==> src/rtl/fplc_params.svh <==
// Purpose: Constants for the fractional loop control block
// Assumes: One system clock at 25 MHz; all loop signals are sampled on it
// Notes:   Timing counts are in clk_sys cycles or lock timer ticks
`ifndef FPLC_PARAMS_SVH
`define FPLC_PARAMS_SVH

`define FPLC_CLK_MHZ          25
`define FPLC_FRAC_STEPS       16
`define FPLC_INT_W            12
`define FPLC_FRAC_W           4
`define FPLC_DIV_W            11
`define FPLC_LTIME_W          3
`define FPLC_FILT_W           2
`define FPLC_SYNC_N           6
`define FPLC_TMR_W            16
`define FPLC_LTIME_STEP_TICKS 16'h0008
`define FPLC_SETTLE_NS        640
`define FPLC_SETTLE_CYCLES    ((`FPLC_SETTLE_NS * `FPLC_CLK_MHZ + 999) / 1000)
`define FPLC_SETTLE_W         8
`define FPLC_FILT_HI_LIMIT    12'h200
`define FPLC_FILT_MID_LIMIT   12'h040

`endif

==> src/rtl/fplc_pkg.sv <==
// Purpose: Types shared by the fractional loop control block
// Assumes: Constants come from fplc_params.svh
// Notes:   Control and loop configuration travel as packed structs
`include "fplc_params.svh"
package fplc_pkg;

  // =====================================================================
  // Reference source selection
  typedef enum logic [1:0] {
    FPLC_REF_FIRST,
    FPLC_REF_SECOND,
    FPLC_REF_GENERIC,
    FPLC_REF_SPARE
  } fplc_ref_type;

  // =====================================================================
  // Software control bits
  typedef struct packed {
    logic                        loop_enable_bit;
    fplc_ref_type                reference_source_select;
    logic [`FPLC_DIV_W-1:0]      ref_divider_field;
    logic [`FPLC_INT_W-1:0]      ratio_integer_part;
    logic [`FPLC_FRAC_W-1:0]     ratio_fraction_part;
    logic [`FPLC_LTIME_W-1:0]    lock_time_select;
    logic                        fast_wake_select;
    logic                        gate_ignore_lock;
    logic [`FPLC_FILT_W-1:0]     filter_override_field;
    logic                        converter_bypass_field;
  } fplc_ctrl_type;

  // =====================================================================
  // Configuration driven into the analog loop core
  typedef struct packed {
    logic                        core_reset;
    logic [`FPLC_INT_W-1:0]      ratio_integer_part;
    logic [`FPLC_FRAC_W-1:0]     ratio_fraction_part;
    logic                        fractional_mode;
    logic [`FPLC_FILT_W-1:0]     filter_setting;
    logic                        converter_bypass;
  } fplc_core_cfg_type;

  // Gate controller states
  typedef enum logic [1:0] {
    FPLC_GATE_OFF,
    FPLC_GATE_STARTUP,
    FPLC_GATE_RUN
  } fplc_gate_type;

endpackage : fplc_pkg

==> src/rtl/fplc_ref_divider.sv <==
// Purpose: Divides the sampled second reference source
// Assumes: src_level is already synchronised to clk_sys
// Notes:   Output toggles every div+1 rising edges of the source
`timescale 1ns/1ps
`include "fplc_params.svh"
module fplc_ref_divider (
  input  wire logic                   clk_sys,
  input  wire logic                   rst_b,
  input  wire logic                   src_level,
  input  wire logic [`FPLC_DIV_W-1:0] div_field,
  output logic                        div_out
);
  import fplc_pkg::*;

  logic                   prev_q;
  logic [`FPLC_DIV_W-1:0] cnt_q;
  logic                   out_q;
  logic                   rise;

  // Rising edge of the sampled source
  assign rise    = src_level & ~prev_q;
  assign div_out = out_q;

  // =====================================================================
  // Edge history
  always_ff @(posedge clk_sys or negedge rst_b) begin
    if (!rst_b) begin
      prev_q <= 1'b0;
    end else begin
      prev_q <= src_level;
    end
  end

  // Half period of div+1 edges gives a total ratio of 2*(div+1)
  always_ff @(posedge clk_sys or negedge rst_b) begin
    if (!rst_b) begin
      cnt_q <= '0;
      out_q <= 1'b0;
    end else if (rise) begin
      if (cnt_q >= div_field) begin
        cnt_q <= '0;
        out_q <= ~out_q;
      end else begin
        cnt_q <= cnt_q + 1'b1;
      end
    end
  end

endmodule : fplc_ref_divider

==> src/rtl/fplc_top.sv <==
// Purpose: Control around a fractional digital phase locked loop
// Assumes: The loop core is outside; its clock and lock come in as pins
// Notes:   The six source, timer, loop output and lock pins pass two flip-flops before logic reads them
`timescale 1ns/1ps
`include "fplc_params.svh"
module fplc_top #(
  parameter logic [`FPLC_TMR_W-1:0] LTIME_STEP_TICKS = `FPLC_LTIME_STEP_TICKS
) (
  input  wire logic                       clk_sys,
  input  wire logic                       rst_b,
  input  wire fplc_pkg::fplc_ctrl_type    ctrl,
  input  wire logic                       lock_fail_clear,
  input  wire logic                       timeout_clear,
  input  wire logic                       lock_fail_irq_en,
  input  wire logic                       timeout_irq_en,
  input  wire logic                       first_reference_source,
  input  wire logic                       second_reference_source,
  input  wire logic                       generic_reference_source,
  input  wire logic                       lock_timer_clock,
  input  wire logic                       raw_loop_output,
  input  wire logic                       loop_core_lock,
  output logic                            loop_reference_clock,
  output fplc_pkg::fplc_core_cfg_type     loop_core_cfg,
  output logic                            gated_pll_clock,
  output logic                            loop_locked_status,
  output logic                            lock_fail_flag,
  output logic                            lock_timer_expired_flag,
  output logic                            irq
);
  import fplc_pkg::*;

  // =====================================================================
  // Declarations
  fplc_ctrl_type              ctrl_q;
  fplc_core_cfg_type          cfg_q;
  logic [`FPLC_SYNC_N-1:0]    pin_raw;
  logic [`FPLC_SYNC_N-1:0]    sync1_q;
  logic [`FPLC_SYNC_N-1:0]    sync2_q;
  logic                       ref0_s;
  logic                       ref1_s;
  logic                       gen_s;
  logic                       tmr_clk_s;
  logic                       raw_s;
  logic                       core_lock_s;
  logic                       ref1_div;
  logic                       ref_q;
  logic                       enable_q;
  logic                       start;
  logic                       ratio_update;
  logic                       tmr_prev_q;
  logic                       tmr_tick;
  logic [`FPLC_TMR_W-1:0]     tmr_cnt_q;
  logic                       tmr_run_q;
  logic                       tmr_done_q;
  logic                       tmr_done_pulse;
  logic [`FPLC_SETTLE_W-1:0]  settle_q;
  logic                       lock_d;
  logic                       lock_q;
  logic                       raw_prev_q;
  logic                       raw_seen_q;
  fplc_gate_type              gate_q;
  logic                       gate_open;
  logic                       gated_q;
  logic                       fail_q;
  logic                       tto_q;
  logic                       irq_q;

  localparam logic [`FPLC_SETTLE_W-1:0] SETTLE_CYCLES = `FPLC_SETTLE_W'(`FPLC_SETTLE_CYCLES);

  // Automatic filter choice from the integer ratio
  function automatic logic [`FPLC_FILT_W-1:0] auto_filter(input logic [`FPLC_INT_W-1:0] ratio);
    if (ratio >= `FPLC_FILT_HI_LIMIT) begin
      auto_filter = 2'h2;
    end else if (ratio >= `FPLC_FILT_MID_LIMIT) begin
      auto_filter = 2'h1;
    end else begin
      auto_filter = 2'h0;
    end
  endfunction : auto_filter

  // =====================================================================
  // Pin synchronisers
  assign pin_raw = {loop_core_lock, raw_loop_output, lock_timer_clock,
                    generic_reference_source, second_reference_source,
                    first_reference_source};

  // Two flip-flops per pin; only the second stage is read
  generate
    for (genvar i = 0; i < `FPLC_SYNC_N; i++) begin : g_sync
      always_ff @(posedge clk_sys or negedge rst_b) begin
        if (!rst_b) begin
          sync1_q[i] <= 1'b0;
          sync2_q[i] <= 1'b0;
        end else begin
          sync1_q[i] <= pin_raw[i];
          sync2_q[i] <= sync1_q[i];
        end
      end
    end
  endgenerate

  assign ref0_s      = sync2_q[0];
  assign ref1_s      = sync2_q[1];
  assign gen_s       = sync2_q[2];
  assign tmr_clk_s   = sync2_q[3];
  assign raw_s       = sync2_q[4];
  assign core_lock_s = sync2_q[5];

  // =====================================================================
  // Control staging
  // Software bits are registered once before any loop logic reads them
  always_ff @(posedge clk_sys or negedge rst_b) begin
    if (!rst_b) begin
      ctrl_q <= '0;
    end else begin
      ctrl_q <= ctrl;
    end
  end

  // Enable history gives the start event
  always_ff @(posedge clk_sys or negedge rst_b) begin
    if (!rst_b) begin
      enable_q <= 1'b0;
    end else begin
      enable_q <= ctrl_q.loop_enable_bit;
    end
  end

  assign start        = ctrl_q.loop_enable_bit & ~enable_q;
  assign ratio_update = enable_q & ctrl_q.loop_enable_bit &
                        ({ctrl_q.ratio_integer_part, ctrl_q.ratio_fraction_part} !=
                         {cfg_q.ratio_integer_part, cfg_q.ratio_fraction_part});

  // =====================================================================
  // Reference selection
  fplc_ref_divider u_ref_div (
    .clk_sys   (clk_sys),
    .rst_b     (rst_b),
    .src_level (ref1_s),
    .div_field (ctrl_q.ref_divider_field),
    .div_out   (ref1_div)
  );

  // Mux of the three sources; the spare code falls back to the first
  always_ff @(posedge clk_sys or negedge rst_b) begin
    if (!rst_b) begin
      ref_q <= 1'b0;
    end else begin
      unique case (ctrl_q.reference_source_select)
        FPLC_REF_FIRST:   ref_q <= ref0_s;
        FPLC_REF_SECOND:  ref_q <= ref1_div;
        FPLC_REF_GENERIC: ref_q <= gen_s;
        FPLC_REF_SPARE:   ref_q <= ref0_s;
      endcase
    end
  end

  // =====================================================================
  // Loop core configuration
  // Ratio is applied live; the core multiplies by int+1+frac/16
  always_ff @(posedge clk_sys or negedge rst_b) begin
    if (!rst_b) begin
      cfg_q            <= '0;
      cfg_q.core_reset <= 1'b1;
    end else begin
      cfg_q.core_reset          <= ~ctrl_q.loop_enable_bit;
      cfg_q.ratio_integer_part  <= ctrl_q.ratio_integer_part;
      cfg_q.ratio_fraction_part <= ctrl_q.ratio_fraction_part;
      cfg_q.fractional_mode     <= (ctrl_q.ratio_fraction_part != 4'h0);
      cfg_q.converter_bypass    <= ctrl_q.converter_bypass_field;
      if (ctrl_q.filter_override_field != 2'h0) begin
        cfg_q.filter_setting <= ctrl_q.filter_override_field;
      end else begin
        cfg_q.filter_setting <= auto_filter(ctrl_q.ratio_integer_part);
      end
    end
  end

  // =====================================================================
  // Lock timer
  assign tmr_tick = tmr_clk_s & ~tmr_prev_q;

  // Timer clock edge history
  always_ff @(posedge clk_sys or negedge rst_b) begin
    if (!rst_b) begin
      tmr_prev_q <= 1'b0;
    end else begin
      tmr_prev_q <= tmr_clk_s;
    end
  end

  // Loads on start or ratio update, counts down on timer ticks
  always_ff @(posedge clk_sys or negedge rst_b) begin
    if (!rst_b) begin
      tmr_cnt_q  <= '0;
      tmr_run_q  <= 1'b0;
      tmr_done_q <= 1'b0;
    end else if (!ctrl_q.loop_enable_bit || ctrl_q.lock_time_select == 3'h0) begin
      tmr_cnt_q  <= '0;
      tmr_run_q  <= 1'b0;
      tmr_done_q <= 1'b0;
    end else if (start || ratio_update) begin
      tmr_cnt_q  <= `FPLC_TMR_W'(ctrl_q.lock_time_select * LTIME_STEP_TICKS);
      tmr_run_q  <= 1'b1;
      tmr_done_q <= 1'b0;
    end else if (tmr_run_q && tmr_tick) begin
      if (tmr_cnt_q <= `FPLC_TMR_W'(1)) begin
        tmr_cnt_q  <= '0;
        tmr_run_q  <= 1'b0;
        tmr_done_q <= 1'b1;
      end else begin
        tmr_cnt_q <= tmr_cnt_q - 1'b1;
      end
    end
  end

  assign tmr_done_pulse = tmr_run_q & tmr_tick & (tmr_cnt_q <= `FPLC_TMR_W'(1)) &
                          ctrl_q.loop_enable_bit & (ctrl_q.lock_time_select != 3'h0) &
                          ~start & ~ratio_update;

  // =====================================================================
  // Lock status
  // Settle window after a ratio update keeps lock cleared
  always_ff @(posedge clk_sys or negedge rst_b) begin
    if (!rst_b) begin
      settle_q <= '0;
    end else if (!ctrl_q.loop_enable_bit) begin
      settle_q <= '0;
    end else if (ratio_update) begin
      settle_q <= SETTLE_CYCLES;
    end else if (settle_q != '0) begin
      settle_q <= settle_q - 1'b1;
    end
  end

  // Lock source: timer when a lock time is chosen, else loop status
  always_comb begin
    lock_d = 1'b0;
    if (ctrl_q.loop_enable_bit && !ratio_update && settle_q == '0) begin
      if (ctrl_q.lock_time_select != 3'h0) begin
        lock_d = tmr_done_q;
      end else begin
        lock_d = core_lock_s;
      end
    end
  end

  always_ff @(posedge clk_sys or negedge rst_b) begin
    if (!rst_b) begin
      lock_q <= 1'b0;
    end else begin
      lock_q <= lock_d;
    end
  end

  // =====================================================================
  // Output clock gate
  // With fast wake, startup ends at the first sampled edge of the raw loop output
  always_ff @(posedge clk_sys or negedge rst_b) begin
    if (!rst_b) begin
      raw_prev_q <= 1'b0;
      raw_seen_q <= 1'b0;
    end else begin
      raw_prev_q <= raw_s;
      if (!ctrl_q.loop_enable_bit) begin
        raw_seen_q <= 1'b0;
      end else if (raw_s && !raw_prev_q) begin
        raw_seen_q <= 1'b1;
      end
    end
  end

  // Off, waiting for the first edge (fast wake), timer done or lock, then running
  always_ff @(posedge clk_sys or negedge rst_b) begin
    if (!rst_b) begin
      gate_q <= FPLC_GATE_OFF;
    end else if (!ctrl_q.loop_enable_bit) begin
      gate_q <= FPLC_GATE_OFF;
    end else begin
      unique case (gate_q)
        FPLC_GATE_OFF: begin
          gate_q <= FPLC_GATE_STARTUP;
        end
        FPLC_GATE_STARTUP: begin
          if (ctrl_q.fast_wake_select) begin
            if (raw_seen_q) begin
              gate_q <= FPLC_GATE_RUN;
            end
          end else if (ctrl_q.lock_time_select != 3'h0) begin
            if (tmr_done_q) begin
              gate_q <= FPLC_GATE_RUN;
            end
          end else if (lock_q) begin
            gate_q <= FPLC_GATE_RUN;
          end
        end
        FPLC_GATE_RUN: begin
          gate_q <= FPLC_GATE_RUN;
        end
      endcase
    end
  end

  assign gate_open = (gate_q == FPLC_GATE_RUN) && ctrl_q.loop_enable_bit &&
                     (ctrl_q.gate_ignore_lock || lock_q);

  // Gated copy of the sampled loop output
  always_ff @(posedge clk_sys or negedge rst_b) begin
    if (!rst_b) begin
      gated_q <= 1'b0;
    end else begin
      gated_q <= gate_open & raw_s;
    end
  end

  // =====================================================================
  // Flags and request; a set in the clearing cycle wins
  always_ff @(posedge clk_sys or negedge rst_b) begin
    if (!rst_b) begin
      fail_q <= 1'b0;
    end else if (lock_q && !lock_d) begin
      fail_q <= 1'b1;
    end else if (lock_fail_clear) begin
      fail_q <= 1'b0;
    end
  end

  always_ff @(posedge clk_sys or negedge rst_b) begin
    if (!rst_b) begin
      tto_q <= 1'b0;
    end else if (tmr_done_pulse) begin
      tto_q <= 1'b1;
    end else if (timeout_clear) begin
      tto_q <= 1'b0;
    end
  end

  always_ff @(posedge clk_sys or negedge rst_b) begin
    if (!rst_b) begin
      irq_q <= 1'b0;
    end else begin
      irq_q <= (fail_q & lock_fail_irq_en) | (tto_q & timeout_irq_en);
    end
  end

  // =====================================================================
  // Outputs straight from flip-flops
  assign loop_reference_clock    = ref_q;
  assign loop_core_cfg           = cfg_q;
  assign gated_pll_clock         = gated_q;
  assign loop_locked_status      = lock_q;
  assign lock_fail_flag          = fail_q;
  assign lock_timer_expired_flag = tto_q;
  assign irq                     = irq_q;

endmodule : fplc_top

==> config.mk <==
export PLATFORM = sky130hd
export DESIGN_NAME = fplc_top
export DESIGN_NICKNAME = d
export VERILOG_FILES = /design/src/rtl/fplc_pkg.sv /design/src/rtl/fplc_ref_divider.sv /design/src/rtl/fplc_top.sv
export VERILOG_INCLUDE_DIRS = /design/src /design/src/rtl
export SDC_FILE = /design/constraint.sdc
export NUM_CORES = 1
export LEC_CHECK = 0
export ABC_CLOCK_PERIOD_IN_PS = 3950
export BUFFER_PORTS_ARGS = -buffer_cell sky130_fd_sc_hd__buf_2
export CORE_MARGIN = 2
export CORE_UTILIZATION = 35
export CTS_BUF_LIST = sky130_fd_sc_hd__clkbuf_2 sky130_fd_sc_hd__clkbuf_4 sky130_fd_sc_hd__clkbuf_8
export CTS_CLUSTER_SIZE = 12
export DETAILED_ROUTE_END_ITERATION = 7
export GPL_TIMING_DRIVEN = 0
export REMOVE_ABC_BUFFERS = 1
export SYNTH_ARGS = -nofsm -noshare
export SYNTH_HDL_FRONTEND = slang
export SYNTH_SLANG_ARGS = --single-unit
==> constraint.sdc <==
create_clock -name clk_sys -period 3.95 [get_ports clk_sys]
set_input_delay 0.395 -clock clk_sys [delete_from_list [all_inputs] [get_ports clk_sys]]
set_output_delay 0.395 -clock clk_sys [all_outputs]
set_load 0.02 [all_outputs]
# Word level (Yosys, flattened, before mapping)
# Cells that the tools add are included.
# W data, S select, Z words.
[totals]
ff_bits = 122
elab_cells = 151
inputBits = 50
[classes]
add_sub_neg = 3
mux = 35
n_eq_ne = 11
n_lt_le_gt_ge = 4
n_reduce_logical = 30
bitwise = 22
[op_table]
columns = ["cell", "n"]
rows = [
  ["$mux W16", 4],
  ["$mux W8", 3],
  ["$mux W1", 17],
  ["$le A16 B1 Y1 const B", 1],
  ["$mux W2", 8],
  ["$ne A16 B16 Y1", 1],
  ["$sub A16 B1 Y16 const B", 1],
  ["$and A1 B1 Y1", 14],
  ["$ge A12 B10 Y1 const B", 1],
  ["$ge A12 B7 Y1 const B", 1],
  ["$add A11 B1 Y11 const B", 1],
  ["$ge A11 B11 Y1", 1],
  ["$mux W11", 1],
  ["$ne A5 B5 Y1 const B", 2],
  ["$reduce_bool A3 Y1", 3],
  ["$logic_not A8 Y1", 1],
  ["$reduce_bool A8 Y1", 1],
  ["$sub A8 B1 Y8 const B", 1],
  ["$logic_and A1 B1 Y1", 7],
  ["$not A1 Y1", 7],
  ["$eq A2 B2 Y1 const B", 3],
  ["$pmux W2 S3", 1],
  ["$reduce_bool A2 Y1", 3],
  ["$eq A2 B1 Y1 const B", 2],
  ["13 further kinds", 20],
]

# Logic depth before layout (Yosys ltp)
# Gate-level depths: netlist (run 1).
[logic_depth]
word_depth = 9
depth_mapped = 9
depth_no_buf = 8

# Modules after synthesis
# From an unflattened synthesis (run 1), not the netlist that was laid out.
[unflattened]
cells_unflattened = 402
hier_area_um2 = 4883.4
[modules_own_cells]
columns = ["mod", "cells_each", "instances", "area_per_inst_um2"]
rows = [
  ["fplc_top", 305, 1, 3987.6],
  ["fplc_ref_divider", 97, 1, 895.9],
]

# Worst setup path after synthesis (run 1)
# No wires, ideal clock.
[synth_path]
kind = "register to register"
start = "reg cfg_q, in the netlist loop_core_cfg[10]"
end = "reg tmr_cnt_q[7]"
slack_ps = 1673
arrival_time_ps = 2211
t_required_ps = 3884
setup_time_ps = 66
path_stages_with_launch = 8
path_cell_list = "dfrtp_1 xor2_1 nor4_4 nand4_2 or3_1 buf_6 or4_1 nand2_1"
[synth_between]
elab_chain_len = 5
[synth_rtl]
columns = ["element", "line", "source"]
rows = [
  ["from (decl)", "fplc_top.sv:35", "fplc_core_cfg_type cfg_q;"],
  ["$ne A16 B16 Y1 (*)", "fplc_top.sv:131", "({ctrl_q.ratio_integer_part, ctrl_q.ratio_fraction_part} !="],
  ["$and A1 B1 Y1 (*)", "fplc_top.sv:130", "assign ratio_update = enable_q & ctrl_q.loop_enable_bit &"],
  ["$logic_or A1 B1 Y1 (*)", "fplc_top.sv:202", "end else if (start || ratio_update) begin"],
  ["$mux W16", "fplc_top.sv:202", ""],
  ["$mux W16", "fplc_top.sv:198", "end else if (!ctrl_q.loop_enable_bit || ctrl_q.lock_time_select == 3'h0) begin"],
  ["to (signal assigned)", "fplc_top.sv:203", "tmr_cnt_q <= `FPLC_TMR_W'(ctrl_q.lock_time_select * LTIME_STEP_TICKS);"],
  ["to (signal assigned)", "fplc_top.sv:212", "tmr_cnt_q <= tmr_cnt_q - 1'b1;"],
  ["to (decl)", "fplc_top.sv:52", "logic [`FPLC_TMR_W-1:0] tmr_cnt_q;"],
]
# Every way passes the cells marked *; elsewhere a longest branch is shown, timed or not.
# A chain may end at the register's enable or synchronous reset.

# Worst setup path in the final report (run 1)
[layout_path]
start = "reg tmr_cnt_q[4]"
end = "reg tmr_run_q"
[layout_between]
elab_chain_len = 3
[layout_rtl]
columns = ["element", "line", "source"]
rows = [
  ["$le A16 B1 Y1", "fplc_top.sv:207", "if (tmr_cnt_q <= `FPLC_TMR_W'(1)) begin"],
  ["$reduce_bool A3 Y1 (no source line)", "-", ""],
  ["$reduce_and A2 Y1 (no source line)", "-", ""],
  ["to (signal assigned)", "fplc_top.sv:200", "tmr_run_q <= 1'b0;"],
  ["to (signal assigned)", "fplc_top.sv:204", "tmr_run_q <= 1'b1;"],
  ["to (signal assigned)", "fplc_top.sv:209", "tmr_run_q <= 1'b0;"],
  ["to (decl)", "fplc_top.sv:53", "logic tmr_run_q;"],
]
# Every way passes these cells.

==> results of run 1 <==
where the power goes:
group	leakage [nW]	internal, mW	total (mW)	switching (mW)
clock	0.193	0.588	1.11	0.519
combinational	1.16	0.194	0.442	0.248
sequential	1.50	1.35	1.43	0.0817
total	2.86	2.13	2.98	0.848
sequential cells by signal, summed over array words and instances, names as in the netlist, 2 cells and up:
name             flops
ctrl_q              38
loop_core_cfg       21
tmr_cnt_q           16
u_ref_div.cnt_q     11
settle_q             8
sync1_q              6
gate_q               2
metal layers:
layer / wire length [µm] / vias to the layer above
li1: - / 1603
met1: 4280 / 1606
met2: 4640 / 87
met3: 591 / 15
met4: 179 / 0
met5: 0 / -
worst paths after layout:
path	to	slack [ns]	cells past startpoint
max	tmr_run_q	1.41	6
min	ctrl_q[5]	0.05	1
max reg2reg	tmr_run_q	1.41	6
min reg2reg	tmr_clk_s	0.35	0
max in group asynchronous	u_ref_div.cnt_q[10]	2.82	3
min in group asynchronous	settle_q[5]	0.39	2
repair_timing:
| item | CTS | global route |
|---|---|---|
| hold endpoints to repair | 29 | 0 |
| hold buffers | 1 | 0 |
| setup endpoints to repair | 0 | 0 |
synthesized netlist by cell type, types with 3 or more instances:
master   number
nor2b_1       3
xnor2_1       5
or3_1        10
nand4_1       3
and3_1        4
nand3_1       7
nand2_1      31
xor2_1       25
dfrtp_1     121
o21ai_0      17
a21o_1        8
nor3_1       11
a21oi_1      17
inv_1        28
nor4_1        9
or4_1         9
ha_1         19
a221o_1       3
nor2_1       34
through the flow:
stage / hold slack, ns / power (mW) / setup WS [ns] / instances / util [%]
2_1_floorplan: 0.0994 / 1.75 / 1.10 / 399 / -
3_3_place_gp: 0.333 / 1.87 / 0.296 / 651 / 40.5
3_5_place_dp: 0.300 / 1.90 / 1.33 / 653 / 40.9
4_1_cts: 0.0173 / 3.03 / 1.33 / 686 / 44.0
5_1_grt: 0.0139 / 3.17 / 1.17 / 686 / 44.0
6_report: 0.0512 / 2.98 / 1.41 / 686 / 44.0
kinds of logic after synthesis:
kind of cell	after synthesis	synth area share (%)
AOI/OAI and AO/OA	66	8.87
xor gates and xnor gates	30	5.43
adders and majority gates	19	4.92
buffers and inverters	32	2.69
DFF	122	63.2
muxes	1	0.207
and+or+nand+nor	133	14.7
cell type report:
cell class / instances / area share [%]
inverter: 28 / 1.79
tap: 176 / 3.75
clock buffer: 19 / 4.35
sequential: 122 / 52.0
timing repair buffer: 79 / 7.42
multi-input combinational: 249 / 28.2
clock inverter: 13 / 2.45
==> results.sh, run 1 <==
export IMPL_status="finished, final reports clean"
export IMPL_fp_dieH_um=122
export IMPL_cp_end_kind="register"
export IMPL_finish_instance_area_um2=5870
export IMPL_setup_viol=0
export IMPL_postSynthAreaPerCell_um2=12.0
export IMPL_grt_busiest_layer="met2"
export IMPL_path_clk_slew_ns=0.08
export IMPL_core_um2=13300
export IMPL_cts_inserted_buffers=17
export IMPL_slowest_delay_ns=0.59
export IMPL_wire_per_inst_um=14.1
export IMPL_vias_per_cell=4.83
export IMPL_drt_iter0_markers=133
export IMPL_worstSkewPairLatency_ns=0.44
export IMPL_drv_slew=0
export IMPL_ys_types=47
export IMPL_hold_viol=0
export IMPL_hold_path_class="primary input to register"
export IMPL_worst_ep_arrival_time_ns=2.86
export IMPL_worst_path_buf_inv=0
export IMPL_synthesis_area_um2=4840
export IMPL_max_freq_mhz=394
export IMPL_fill_cells=1270
export IMPL_final_layout_size_suffix_gt1_share_pct=23.5
export IMPL_critPathMaxFanout=5
export IMPL_rsz0062_at_grt="no"
export IMPL_grt_pass1_vias=3369
export IMPL_synth_area_leaders="dfrtp_1, ha_1, xor2_1"
export IMPL_placed_cell_area_um2=5460
export IMPL_slew_headroom_pct=41.4
export IMPL_cts_buffer_depth=2
export IMPL_layout_common_cells="dfrtp_1, buf_2, nor2_1"
export IMPL_critical_path_required_ns=4.27
export IMPL_vias=3311
export IMPL_area_delta_synth_final_pct=21.4
export IMPL_power_density_nw_per_um2=507
export IMPL_synth_largest_area_cell="dfrtp_1"
export IMPL_cts_tree="done"
export IMPL_irDropWorstVdd_v=0.000337
export IMPL_ctsHtreeMaxLevel=4
export IMPL_grt_pass1_wl_um=16300
export IMPL_hpwl_um=6850
export IMPL_cp_top_family="simple AND/OR/NAND/NOR gates"
export IMPL_async_flop_share_pct=100
export IMPL_crit_path_start_kind="register"
export IMPL_cp_slowest_cell="or4_1"
export IMPL_synth_ff_type="dfrtp_1"
export IMPL_synth_edf_count=0
export IMPL_drc_errors=0
export IMPL_diodes=0
export IMPL_fin_tns_setup_ns=0
export IMPL_period_share_pct=64.3
export IMPL_multi_input_comb_area_um2=1660
export IMPL_min_period_ns=2.54
export IMPL_post_cts_setup_buffers=0
export IMPL_register_area_um2=3050
export IMPL_fin_skew_ns=0.0111
export IMPL_leakagePower_nw=2.86
export IMPL_worstSetupPathType="register to register"
export IMPL_grt_usage_pct=14.5
export IMPL_drt_pre_antenna_iters=4
export IMPL_ys_seq_area_share_pct=63.2
export IMPL_timing_rr_start="tmr_cnt_q[4]"
export IMPL_initial_utilization_pct=36.2
export IMPL_rows=42
export IMPL_postSynthCellCount=403
export IMPL_ant_nets=0
export IMPL_drt_wl_total_um=9690
export IMPL_final_common_cell="dfrtp_1"
export IMPL_grt_util_met3_pct=4.78
export IMPL_dieArea_um2=14800
export IMPL_grt_max_degree=94
export IMPL_ctsRootBufferMaster="clkbuf_8"
export IMPL_io_pins=77
export IMPL_cts_repair_resized=0
export IMPL_hold_start="ctrl[5]"
export IMPL_portBuffers=76
export IMPL_antenna_found_initial=0
export IMPL_synthDominantCellAreaShare_pct=62.6
export IMPL_critPathLaunch="tmr_cnt_q[4]"
export IMPL_yosysWarningCount=0
export IMPL_gp_congestion=0.795
export IMPL_grt_ovfl_total=0
export IMPL_fin_nets=566
export IMPL_crit_chain="nor4_2, nand3_1, or4_4, or4_1, nand2_1, a21boi_0"
export IMPL_die_w_um=122
export IMPL_use_met1_pct=18.4
export IMPL_worstMarginPinSlew_ns=0.880
export IMPL_cts_num_sinks=122
export IMPL_ys_ff_latch=122
export IMPL_use_met2_pct=22.6
export IMPL_max_cap_violations=0
Note: power is estimated with default switching activity, not from simulation.
==> run 2: changes to the inputs <==
--- a/config.mk
+++ b/config.mk
@@ -6,7 +6,8 @@
 export SDC_FILE = /design/constraint.sdc
 export NUM_CORES = 1
 export LEC_CHECK = 0
-export ABC_CLOCK_PERIOD_IN_PS = 3950
+export ABC_AREA = 1
+export ABC_CLOCK_PERIOD_IN_PS = 2480
 export BUFFER_PORTS_ARGS = -buffer_cell sky130_fd_sc_hd__buf_2
 export CORE_MARGIN = 2
 export CORE_UTILIZATION = 35
==> constraint.sdc (replaced) <==
create_clock -name clk_sys -period 2.48 [get_ports clk_sys]
set_input_delay 0.248 -clock clk_sys [delete_from_list [all_inputs] [get_ports clk_sys]]
set_output_delay 0.248 -clock clk_sys [all_outputs]
set_load 0.02 [all_outputs]
==> results.sh, run 2 <==
export IMPL_status="finished, final reports clean"
export IMPL_ctsRootBufferMaster="clkbuf_8"
export IMPL_layout_common_cells="dfrtp_1, nand2_1, buf_2"
export IMPL_dieArea_um2=15700
export IMPL_worst_ep_arrival_time_ns=2.40
export IMPL_grt_pass1_wl_um=17700
export IMPL_cp_slowest_cell="dfrtp_1"
export IMPL_ys_types=39
export IMPL_setup_viol=0
export IMPL_hold_slack_ns=0.0647
export IMPL_fin_tns_setup_ns=0
export IMPL_fp_dieH_um=125
export IMPL_cts_repair_resized=0
export IMPL_area_delta_synth_final_pct=28.7
export IMPL_drt_wl_total_um=10000
export IMPL_ant_nets=0
export IMPL_largest_register_ffs=38
export IMPL_synth_largest_area_cell="dfrtp_1"
export IMPL_cts_num_sinks=122
export IMPL_synthesis_area_um2=5160
export IMPL_yosysWarningCount=0
export IMPL_ys_top_cells_by_count="dfrtp_1, nand2_1, inv_1"
export IMPL_leakagePower_nw=3.33
export IMPL_final_core_utilization_pct=45.9
export IMPL_drt_iter0_markers=176
export IMPL_place_ws_ns=0.433
export IMPL_fin_nets=729
export IMPL_yosysMostFrequentCell="dfrtp_1"
export IMPL_path_clk_slew_ns=0.08
export IMPL_final_layout_size_suffix_gt1_share_pct=22.1
export IMPL_post_cts_setup_buffers=0
export IMPL_final_common_cell="dfrtp_1"
export IMPL_r2r_slack_ns=0.45
export IMPL_core_um2=14500
export IMPL_irDropWorstVdd_v=0.000538
export IMPL_diodes=0
export IMPL_antenna_found_initial=0
export IMPL_slowest_delay_ns=0.60
export IMPL_worstMarginPinSlew_ns=0.478
export IMPL_register_area_um2=3050
export IMPL_synth_edf_count=0
export IMPL_io_pins=77
export IMPL_min_period_ns=2.03
export IMPL_crit_path_start_kind="register"
export IMPL_top_register="ctrl_q"
export IMPL_holdBufCountCts=47
export IMPL_grt_pass1_vias=3958
export IMPL_ys_ff_latch=122
export IMPL_fin_skew_ns=0.0130
export IMPL_async_flop_share_pct=100
export IMPL_ctsHtreeMaxLevel=4
export IMPL_routed_top_layer="met4"
export IMPL_postSynthAreaPerCell_um2=9.91
export IMPL_wl_met1_um=4410
export IMPL_met2_length_um=4970
export IMPL_max_freq_mhz=493
export IMPL_critical_path_required_ns=2.85
export IMPL_wire_per_inst_um=11.7
export IMPL_grt_max_degree=73
export IMPL_hpwl_um=6900
export IMPL_worst_slack_ns=0.453
export IMPL_slew_headroom_pct=68.1
export IMPL_synth_ff_type="dfrtp_1"
export IMPL_synth_area_leaders="dfrtp_1, nand2_1, inv_1"
export IMPL_multi_input_comb_area_um2=1790
export IMPL_grt_usage_pct=14.0
export IMPL_drc_errors=0
export IMPL_cp_end_kind="register"
export IMPL_drt_pre_antenna_iters=7
export IMPL_max_cap_violations=0
export IMPL_placed_cell_area_um2=5770
export IMPL_worstSkewPairLatency_ns=0.45
export IMPL_finish_instance_area_um2=6640
export IMPL_cts_inserted_buffers=17
export IMPL_gp_congestion=0.823
export IMPL_vias=3829
export IMPL_ys_seq_area_share_pct=59.2
export IMPL_synthDominantCellAreaShare_pct=58.7
export IMPL_period_share_pct=81.7
export IMPL_dr_wl_met3_um=506
export IMPL_rsz0062_at_grt="no"
export IMPL_portBuffers=76
export IMPL_cts_buffer_depth=2
export IMPL_hold_path_class="primary input to register"
export IMPL_critPathMaxFanout=23
export IMPL_grt_ovfl_total=0
export IMPL_drv_slew=0
export IMPL_worstSetupPathType="register to register"
export IMPL_crit_chain="inv_2, nor2_2, nand4_4, nand2_4, inv_1, a21oi_1"
export IMPL_die_w_um=125
export IMPL_cts_tree="done"
export IMPL_hold_viol=0
export IMPL_initial_utilization_pct=35.6
export IMPL_fill_cells=1325
export IMPL_rows=44
export IMPL_power_density_nw_per_um2=731
export IMPL_vias_per_cell=4.47
export IMPL_postSynthCellCount=521
## run 2: cell types whose count changed after synthesis, moves of 10 or more
cell and change:
nand2_1 +74, xor2_1 -18, nor2_1 +14, nand2_2 +11
or3_1 -10, nor2_2 +15, inv_1 +44, nand3_1 +14
## run 2: cell type report
cell class | instances | share of cell area (%)
Clock buffer | 19 | 3.84
Clock inverter | 13 | 2.20
Inverter | 76 | 4.29
Multi-Input combinational cell | 319 | 26.9
Sequential cell | 122 | 46.0
Tap cell | 184 | 3.47
Timing Repair Buffer | 124 | 13.3
## run 2: worst max-delay path: cells and delay by family, from the launching register on
| family | cells | cell delay (ns) |
|---|---|---|
| buffers and inverters | 2 | 0.20 |
| flip-flops | 1 | 0.60 |
| AO/OA/AOI/OAI | 1 | 0.12 |
| AND/OR/NAND/NOR | 3 | 1.04 |
## run 2: power by group
group	total [mW]	internal, mW	switching (mW)
Combinational	0.799	0.343	0.456
Sequential	2.30	2.16	0.140
Clock	1.76	0.938	0.817
## run 2: kinds of logic after synthesis
kind of cell / after synthesis / synth area share (%)
flip-flops: 122 / 59.2
AND/OR/NAND/NOR: 235 / 21.6
adder cells (fa/ha/maj): 19 / 4.61
buffers and inverters: 80 / 6.18
XOR/XNOR: 19 / 3.22
AO/OA/AOI/OAI: 46 / 5.16
## run 2: final timing paths
path	start	end	cells past startpoint
max	ctrl_q[37]	tmr_cnt_q[7]	6
min	timeout_irq_en	irq	2
max reg2reg	ctrl_q[37]	tmr_cnt_q[7]	6
min reg2reg	sync1_q[0]	ref0_s	0
max in group asynchronous	rst_b	ctrl_q[4]	3
min in group asynchronous	rst_b	ctrl_q[27]	2
## run 2: metrics by stage
stage | power, mW | instances
floorplan | 2.84 | 517
global placement | 3.04 | 777
detailed placement | 3.08 | 778
CTS | 4.92 | 857
global route | 5.16 | 857
finish | 4.86 | 857
## run 2: per-layer routing
layer  GRT usage [%]  up-vias
li1                -     1932
met4            5.69        0
met3            5.09       11
met5               0        -
met1            16.8     1802
met2            22.8       84
